<file path="config.mk">
export PLATFORM = sky130hd
export DESIGN_NAME = asq_ctrl
export DESIGN_NICKNAME = d
export VERILOG_FILES = /design/src/rtl/asq_pkg.sv /design/src/rtl/asq_scan_pick.sv /design/src/rtl/asq_ctrl.sv
export SDC_FILE = /design/constraint.sdc
export NUM_CORES = 1
export LEC_CHECK = 0
export ABC_AREA = 1
export BUFFER_PORTS_ARGS = -buffer_cell sky130_fd_sc_hd__buf_4
export CORE_MARGIN = 8
export CORE_UTILIZATION = 52
export DETAILED_ROUTE_END_ITERATION = 8
export PLACE_DENSITY = 0.78
export SLEW_MARGIN = 20
export SYNTH_ARGS = -nofsm -noshare
export SYNTH_HDL_FRONTEND = slang
export SYNTH_HIERARCHICAL = 1
export SYNTH_SLANG_ARGS = --single-unit
</file>
<file path="constraint.sdc">
create_clock -name clk_i -period 8 [get_ports clk_i]
set_clock_uncertainty 0.1 [all_clocks]
set_input_delay 1.6 -clock clk_i [delete_from_list [all_inputs] [get_ports clk_i]]
set_output_delay 1.6 -clock clk_i [all_outputs]
set_load 0.1 [all_outputs]
</file>
<file path="src/rtl/asq_pkg.sv">
// Package for the converter scan sequence control block.
// Holds register offsets, field positions, reset values and carrier types.
package asq_pkg;

   // Register byte offsets on the plain register port.
   localparam logic [7:0] OFS_CONTROL_TWO = 8'h00;
   localparam logic [7:0] OFS_SCAN_LOW = 8'h04;
   localparam logic [7:0] OFS_SCAN_HIGH = 8'h08;
   localparam logic [7:0] OFS_IRQ_STATUS = 8'h0C;
   localparam logic [7:0] OFS_IRQ_MASK = 8'h10;
   localparam logic [7:0] OFS_CHAN_SEL = 8'h14;

   // Control register field positions.
   localparam int REF_LSB = 13;
   localparam int OFFSET_CAL_ENABLE_BIT = 12;
   localparam int SCAN_EN_BIT = 10;
   localparam int FILL_BIT = 7;
   localparam int CAD_LSB = 2;
   localparam int SPLIT_BIT = 1;
   localparam int ALT_BIT = 0;
   // Writable bits of the control register; bit 7 is read only.
   localparam logic [31:0] CTRL_WR_MASK = 32'h0000_F43F;
   localparam logic [31:0] SCAN_HIGH_MASK = 32'h0007_FFFF;
   localparam logic [31:0] CTRL_RESET = 32'h0000_0000;
   localparam logic [31:0] SCAN_RESET = 32'h0000_0000;

   // Channel select register: set A in bits 5:0, set B in bits 13:8.
   localparam int CHA_LSB = 0;
   localparam int CHB_LSB = 8;
   localparam logic [31:0] CHAN_WR_MASK = 32'h0000_3F3F;

   // Interrupt status bits.
   localparam int IRQ_CADENCE_BIT = 0;
   localparam int IRQ_WRAP_BIT = 1;
   localparam int IRQ_BITS = 2;

   // Pin count variants and special scan sources.
   localparam int NUM_INPUTS = 51;
   localparam int SMALL_PART_PINS = 64;
   localparam int LARGE_PART_THRESH = 100;
   localparam logic [5:0] SMALL_BANDGAP_IDX = 6'h1C;
   localparam logic [5:0] LARGE_BANDGAP_IDX = 6'h30;

   // Reference pair choices.
   typedef enum logic [1:0] {
      ASQ_REF_SUPPLY,
      ASQ_REF_EXT_HIGH,
      ASQ_REF_EXT_LOW,
      ASQ_REF_EXT_BOTH
   } asq_ref_t;

   // Source routed to the sample-and-hold stage.
   typedef enum logic [1:0] {
      ASQ_SRC_PIN,
      ASQ_SRC_LOW_REF,
      ASQ_SRC_INTERNAL
   } asq_src_kind_t;

   // Routing command to the analog core.
   typedef struct packed {
      logic high_ext;       // High reference is the external pin.
      logic low_ext;        // Low reference is the external pin.
      asq_src_kind_t kind;  // Kind of source on the positive input.
      logic [5:0] index;    // Input index or internal source index.
      logic neg_low_ref;    // Negative input tied to low reference.
      logic mux_b;          // Multiplexer set B in use.
   } asq_route_t;

endpackage

</file>
<file path="src/rtl/asq_scan_pick.sv">
// Finds the next selected scan input above the current one, with wrap.
// Assumes a 51-bit mask; purely combinational.
`timescale 1ns/10ps
module asq_scan_pick (
   input wire logic [50:0] mask_i,   // Selected inputs.
   input wire logic [5:0] cur_i,     // Current scan index.
   output logic [5:0] next_o,        // Next selected index.
   output logic any_o,               // Any input selected.
   output logic wrap_o               // Next index wrapped to the lowest.
);

   // Descending sweep keeps the lowest index above the current one, else the lowest overall.
   always_comb begin
      logic found_hi;
      logic found_lo;
      logic [5:0] hi_idx;
      logic [5:0] lo_idx;
      found_hi = 1'b0;
      found_lo = 1'b0;
      hi_idx = 6'h00;
      lo_idx = 6'h00;
      for (int i = 50; i >= 0; i--) begin
         if (mask_i[i]) begin
            lo_idx = 6'(i);
            found_lo = 1'b1;
            if (6'(i) > cur_i) begin
               hi_idx = 6'(i);
               found_hi = 1'b1;
            end
         end
      end
      any_o = found_lo;
      wrap_o = found_lo && !found_hi;
      next_o = found_hi ? hi_idx : lo_idx;
   end

endmodule

</file>
<file path="src/rtl/asq_ctrl.sv">
// Scan sequence and configuration control for the 10-bit converter.
// Assumes a register master on a plain strobe port and an analog core
// that pulses conv_done_i once per finished sample/convert sequence.
//
// Added by the designer: the address-and-strobe port and the placing of the registers.
`timescale 1ns/10ps
module asq_ctrl #(
   parameter int PIN_COUNT = 64,             // Package pin count.
   parameter logic [50:0] PIN_PRESENT = '1   // Inputs bonded to pins.
) (
   input wire logic clk_i,                   // Peripheral clock.
   input wire logic reset_n_i,               // Synchronous reset.
   input wire logic [7:0] addr_i,            // Register byte address.
   input wire logic [31:0] wdata_i,          // Write data.
   input wire logic wr_i,                    // Write strobe.
   input wire logic rd_i,                    // Read strobe.
   output logic [31:0] rdata_o,              // Read data, next cycle.
   input wire logic conv_done_i,             // Sequence finished pulse.
   output asq_pkg::asq_route_t route_o,      // Routing to analog core.
   output logic [3:0] slot_o,                // Result slot being filled.
   output logic irq_o                        // Level interrupt.
);

   localparam bit LARGE = PIN_COUNT >= asq_pkg::LARGE_PART_THRESH;

   logic [31:0] ctrl_ff, nxt_ctrl;
   logic [31:0] scan_lo_ff, nxt_scan_lo;
   logic [31:0] scan_hi_ff, nxt_scan_hi;
   logic [31:0] chan_ff, nxt_chan;
   logic [1:0] irq_stat_ff, nxt_irq_stat;
   logic [1:0] irq_mask_ff, nxt_irq_mask;
   logic [31:0] rdata_ff, nxt_rdata;
   logic irq_ff, nxt_irq;

   logic [5:0] scan_idx_ff, nxt_scan_idx;
   logic [3:0] slot_ff, nxt_slot;
   logic [3:0] cad_cnt_ff, nxt_cad_cnt;
   logic use_b_ff, nxt_use_b;
   asq_pkg::asq_route_t route_ff, nxt_route;

   logic [50:0] mask_all;
   logic [5:0] pick_next;
   logic pick_any, pick_wrap;
   logic [2:0] ref_code;
   logic offset_cal_enable, scan_en, split, alt;
   logic [3:0] cadence;

   assign ref_code = ctrl_ff[asq_pkg::REF_LSB +: 3];
   assign offset_cal_enable = ctrl_ff[asq_pkg::OFFSET_CAL_ENABLE_BIT];
   assign scan_en = ctrl_ff[asq_pkg::SCAN_EN_BIT];
   assign split = ctrl_ff[asq_pkg::SPLIT_BIT];
   assign alt = ctrl_ff[asq_pkg::ALT_BIT];
   assign cadence = ctrl_ff[asq_pkg::CAD_LSB +: 4];
   assign mask_all = {scan_hi_ff[18:0], scan_lo_ff};

   // Next selected input, found in ascending order.
   asq_scan_pick u_pick (
      .mask_i(mask_all),
      .cur_i(scan_idx_ff),
      .next_o(pick_next),
      .any_o(pick_any),
      .wrap_o(pick_wrap)
   );

   // Register writes, read mux and interrupt status.
   always_comb begin
      logic [1:0] ev;
      logic [31:0] ctrl_view;
      nxt_ctrl = ctrl_ff;
      nxt_scan_lo = scan_lo_ff;
      nxt_scan_hi = scan_hi_ff;
      nxt_chan = chan_ff;
      nxt_irq_mask = irq_mask_ff;
      nxt_irq_stat = irq_stat_ff;
      nxt_rdata = 32'h0000_0000;
      ev = 2'h0;
      ctrl_view = ctrl_ff;
      ctrl_view[asq_pkg::FILL_BIT] = split & slot_ff[3];
      if (wr_i) begin
         unique case (addr_i)
            asq_pkg::OFS_CONTROL_TWO: begin
               nxt_ctrl = wdata_i & asq_pkg::CTRL_WR_MASK;
            end
            asq_pkg::OFS_SCAN_LOW: nxt_scan_lo = wdata_i;
            asq_pkg::OFS_SCAN_HIGH: begin
               nxt_scan_hi = wdata_i & asq_pkg::SCAN_HIGH_MASK;
            end
            asq_pkg::OFS_IRQ_STATUS: begin
               nxt_irq_stat = irq_stat_ff & ~wdata_i[1:0];
            end
            asq_pkg::OFS_IRQ_MASK: nxt_irq_mask = wdata_i[1:0];
            asq_pkg::OFS_CHAN_SEL: begin
               nxt_chan = wdata_i & asq_pkg::CHAN_WR_MASK;
            end
            default: ;
         endcase
      end
      if (rd_i) begin
         unique case (addr_i)
            asq_pkg::OFS_CONTROL_TWO: nxt_rdata = ctrl_view;
            asq_pkg::OFS_SCAN_LOW: nxt_rdata = scan_lo_ff;
            asq_pkg::OFS_SCAN_HIGH: nxt_rdata = scan_hi_ff;
            asq_pkg::OFS_IRQ_STATUS: nxt_rdata = {30'h0, irq_stat_ff};
            asq_pkg::OFS_IRQ_MASK: nxt_rdata = {30'h0, irq_mask_ff};
            asq_pkg::OFS_CHAN_SEL: nxt_rdata = chan_ff;
            default: nxt_rdata = 32'h0000_0000;
         endcase
      end
      ev[asq_pkg::IRQ_CADENCE_BIT] = conv_done_i && (cad_cnt_ff == cadence);
      ev[asq_pkg::IRQ_WRAP_BIT] = conv_done_i && scan_en && pick_wrap;
      // Set wins over a clear in the same cycle.
      nxt_irq_stat = nxt_irq_stat | ev;
      nxt_irq = |(nxt_irq_stat & nxt_irq_mask);
   end

   // Register state.
   always_ff @(posedge clk_i) begin
      if (!reset_n_i) begin
         ctrl_ff <= asq_pkg::CTRL_RESET;
         scan_lo_ff <= asq_pkg::SCAN_RESET;
         scan_hi_ff <= asq_pkg::SCAN_RESET;
         chan_ff <= 32'h0000_0000;
         irq_stat_ff <= 2'h0;
         irq_mask_ff <= 2'h0;
         rdata_ff <= 32'h0000_0000;
         irq_ff <= 1'b0;
      end else begin
         ctrl_ff <= nxt_ctrl;
         scan_lo_ff <= nxt_scan_lo;
         scan_hi_ff <= nxt_scan_hi;
         chan_ff <= nxt_chan;
         irq_stat_ff <= nxt_irq_stat;
         irq_mask_ff <= nxt_irq_mask;
         rdata_ff <= nxt_rdata;
         irq_ff <= nxt_irq;
      end
   end

   // Sequence state: scan position, slot, cadence count, mux set.
   always_comb begin
      nxt_scan_idx = scan_idx_ff;
      nxt_slot = slot_ff;
      nxt_cad_cnt = cad_cnt_ff;
      nxt_use_b = use_b_ff;
      if (!alt) begin
         nxt_use_b = 1'b0;
      end
      if (conv_done_i) begin
         if (scan_en && pick_any) begin
            nxt_scan_idx = pick_next;
         end
         if (split) begin
            nxt_slot = (slot_ff[2:0] == 3'h7) ?
               {~slot_ff[3], 3'h0} : slot_ff + 4'h1;
         end else begin
            nxt_slot = slot_ff + 4'h1;
         end
         nxt_cad_cnt = (cad_cnt_ff >= cadence) ? 4'h0 : cad_cnt_ff + 4'h1;
         nxt_use_b = alt & ~use_b_ff;
      end
   end

   // Routing decode for the next sample.
   always_comb begin
      logic [5:0] idx;
      nxt_route = '0;
      idx = 6'h00;
      unique case (ref_code)
         3'h1: nxt_route.high_ext = 1'b1;
         3'h2: nxt_route.low_ext = 1'b1;
         3'h3: begin
            nxt_route.high_ext = 1'b1;
            nxt_route.low_ext = 1'b1;
         end
         default: ;
      endcase
      nxt_route.mux_b = nxt_use_b;
      if (scan_en) begin
         idx = nxt_scan_idx;
      end else if (nxt_use_b) begin
         idx = chan_ff[asq_pkg::CHB_LSB +: 6];
      end else begin
         idx = chan_ff[asq_pkg::CHA_LSB +: 6];
      end
      nxt_route.index = idx;
      nxt_route.kind = asq_pkg::ASQ_SRC_PIN;
      if (!LARGE && scan_en && idx >= asq_pkg::SMALL_BANDGAP_IDX &&
          idx <= asq_pkg::SMALL_BANDGAP_IDX + 6'h02) begin
         nxt_route.kind = asq_pkg::ASQ_SRC_INTERNAL;
         nxt_route.index = idx - asq_pkg::SMALL_BANDGAP_IDX;
      end else if (LARGE && scan_en && idx >= asq_pkg::LARGE_BANDGAP_IDX &&
          idx <= asq_pkg::LARGE_BANDGAP_IDX + 6'h02) begin
         nxt_route.kind = asq_pkg::ASQ_SRC_INTERNAL;
         nxt_route.index = idx - asq_pkg::LARGE_BANDGAP_IDX;
      end else if (idx > 6'd50 || !PIN_PRESENT[idx] ||
          (!LARGE && idx >= 6'd32)) begin
         nxt_route.kind = asq_pkg::ASQ_SRC_LOW_REF;
      end
      if (offset_cal_enable) begin
         nxt_route.kind = asq_pkg::ASQ_SRC_LOW_REF;
         nxt_route.neg_low_ref = 1'b1;
      end else begin
         nxt_route.neg_low_ref = 1'b1;
      end
   end

   // Sequence registers.
   always_ff @(posedge clk_i) begin
      if (!reset_n_i) begin
         scan_idx_ff <= 6'h3F;
         slot_ff <= 4'h0;
         cad_cnt_ff <= 4'h0;
         use_b_ff <= 1'b0;
         route_ff <= '0;
      end else begin
         scan_idx_ff <= nxt_scan_idx;
         slot_ff <= nxt_slot;
         cad_cnt_ff <= nxt_cad_cnt;
         use_b_ff <= nxt_use_b;
         route_ff <= nxt_route;
      end
   end

   assign rdata_o = rdata_ff;
   assign route_o = route_ff;
   assign slot_o = slot_ff;
   assign irq_o = irq_ff;

endmodule

</file>
==> qor.yml <==
outcome: "completed"
synth_edf_count: 0
yosys.area.top_type: "dfxtp_1"
finalSetupTns_ps: 0
rsz0062_at_grt: "false"
fin_crit_sh_pct: 55.9
ys_ff_latch: 137
slew_headroom_pct: 39.2
hold_path_class: "flop to flop"
finalCriticalPeriod_ps: 4470
timing.final.ws_setup_ps: 3530
core_mm2: 0.0145
routed_wl_mm: 25.5
hp-start: "ctrl_ff[13]$_SDFFE_PN0P_"
crit_path_start: "scan_idx_ff[5]$_SDFF_PN1_"
drc_errors: 0
dp_slack_ps: 3610
ant_nets: 0
slowest_stage: "dfxtp_1"
yosysTopAreaCellShare_pct: 35.8
avgRoutedWirePerCell_um: 17.2
area_growth_pct: 17.4
clock_sinks: 137
cts-root-buf: "clkbuf_16"
register_area_mm2: 0.00274
antenna_found_initial: 0
synth_area_leaders: "dfxtp_1 (36%), nand2_1 (15%), inv_1 (8.7%), nor2_1 (7.7%), a21oi_1 (5.0%)"
netlist_area_mm2: 0.00766
cts-hold-fix-buffers: 0
clock_path_buffers: 2
place.gp.congestion: 0.966
cp_max_fo: 16
reg2reg_slack_ps: 3530
final_cells: 1482
synth.net_count: 1260
synth_cell_types: 45
holdWs_ps: 363
die_area_mm2: 0.0189
firstDrtPassIters: 5
slew_violations: 0
netlist_instances: 1206
vias: 8174
fp.dieH_um: 137
leakage_nw: 4.12
seq_area_frac_synth_pct: 35.8
drive_gt1_share_pct: 13.3
maxCapViolCount: 0
layout.nets: 1339
clk-insertion-delay-late_ps: 430
grt_usage_pct: 27.6
end_kind: "flop"
avgViaCountPerCell: 5.52
async_flop_share_pct: 0
path_class: "flop to flop"
worst_slew_pin_slew_ps: 910
dp_hpwl_mm: 19.3
cts_tree: "done"
yosysWarnings: 6
port-buffer-count: 93
regToRegStartpoint: "scan_idx_ff[5]$_SDFF_PN1_"
pwr_density_cell_mw_per_mm2: 171
dp.cells: 1450
finalHoldViolCount: 0
startpoint_type: "flop"
htree_levels: 4
nFillCells: 1415
crit_arrival_ps: 4670
grt_pass1_wl_mm: 40.2
syn_area_per_cell_um2: 6.35
post-cts-setup-buffer-count: 0
initial_core_util_pct: 52.9
grt_pass1_vias: 7708
max_freq_mhz: 224
antennaDiodeCount: 0
floorplan.rows: 44
die_width_um: 137
path_common_cell: "nand2_1"
dr.first_iter.drc_count: 601
peakVddDrop_mv: 0.149
cts_made_buffers: 17
slowest_delay_ps: 730
setup_viol: 0
gr-total-overflow: 0
cts.reportedPaths.clkPinSlew_ps: 60
dominantRegCellSynth: "dfxtp_1"
grt_max_degree: 60
multi_input_area_mm2: 0.00400
io_pins: 94
cts_resized: 0
crit_required_ps: 8200
critical path, delay by kind of cell, from the launching register on:
family | cells | cell delay (ps)
buf+inv | 1 | 110
flops | 1 | 730
simple gates | 57 | 3420
worst paths after layout:
path | endpoint | cells past startpoint
worst min register to register | route_o[11]$_SDFF_PN0_ | 2
worst max register to register | route_o[6]$_SDFF_PN0_ | 58
worst min-delay path | route_o[11]$_SDFF_PN0_ | 2
worst max-delay path | route_o[6]$_SDFF_PN0_ | 58
flip-flops by register name, indices dropped and copies added, names as in the netlist:
| register | count |
|---|---|
| scan_lo_ff | 32 |
| cad_cnt_ff | 4 |
| irq_o | 1 |
| route_o | 12 |
| rdata_o | 32 |
| irq_mask_ff | 2 |
| ctrl_ff | 11 |
| scan_idx_ff | 6 |
| chan_ff | 12 |
| scan_hi_ff | 19 |
| irq_stat_ff | 2 |
| slot_o | 4 |
logic make-up after synthesis:
| group | share of synthesized area (%) |
|---|---|
| buffers and inverters | 12.0 |
| DFF | 35.8 |
| and+or+nand+nor | 33.6 |
| adders and majority gates | 1.47 |
| AOI/OAI and AO/OA | 16.9 |
| xor gates and xnor gates | 0.114 |
power by group:
group	switching, W	internal, W
Sequential	0.00000255	0.000685
Combinational	0.0000528	0.0000258
Clock	0.000315	0.000460
Total	0.000370	0.00117
cells in the mapped netlist, drive strengths merged, types with 2 or more instances:
library cell	n
nor3	25
or2	2
inv	187
a211oi	20
buf	16
nor2	167
dfxtp	137
o211ai	15
o32ai	2
nand2	326
a31oi	8
a41oi	2
o31ai	4
o22ai	5
o21bai	2
nand3	59
ha	9
o21ai	89
a21oi	77
nor4	8
clkbuf	21
nand4	15
clkinv	3
through the flow:
step	util [%]	instance area (µm²)	power [W]
CTS	62.1	8990	0.00154
global route	62.1	8990	0.00158
detailed placement	58.1	8410	0.000779
finish	62.1	8990	0.00154
floorplan	-	7660	0.000744
global placement	58.1	8410	0.000779
layout make-up:
cell class / instances / share of cell area, %
sequential: 137 / 30.5
multi-input combinational: 842 / 44.5
tap: 184 / 2.56
timing repair buffer: 97 / 8.10
inverter: 190 / 7.97
clock buffer: 18 / 4.77
clock inverter: 14 / 1.63
placed cells by master (no fill, tap or decap), drive strengths merged, types with 4 or more instances in the layout:
master  count
o31ai       4
o211ai     15
nor2      167
nand2     326
nand3      59
clkbuf     18
nor4        8
buf        97
o21ai      89
clkinv      9
a211oi     20
o22ai       5
inv       191
dfxtp     137
a31oi       8
nand4      15
nor3       25
ha          9
a21oi      77
routing by layer:
metal,wire length (µm),part of all wire (%),GRT usage [%]
met4,1200,4.7,16.4
met5,0,0,0
met3,1950,7.6,4.63
met2,12100,48,46.9
met1,10200,40,32.2
Note: power is estimated with default switching activity, not from simulation.
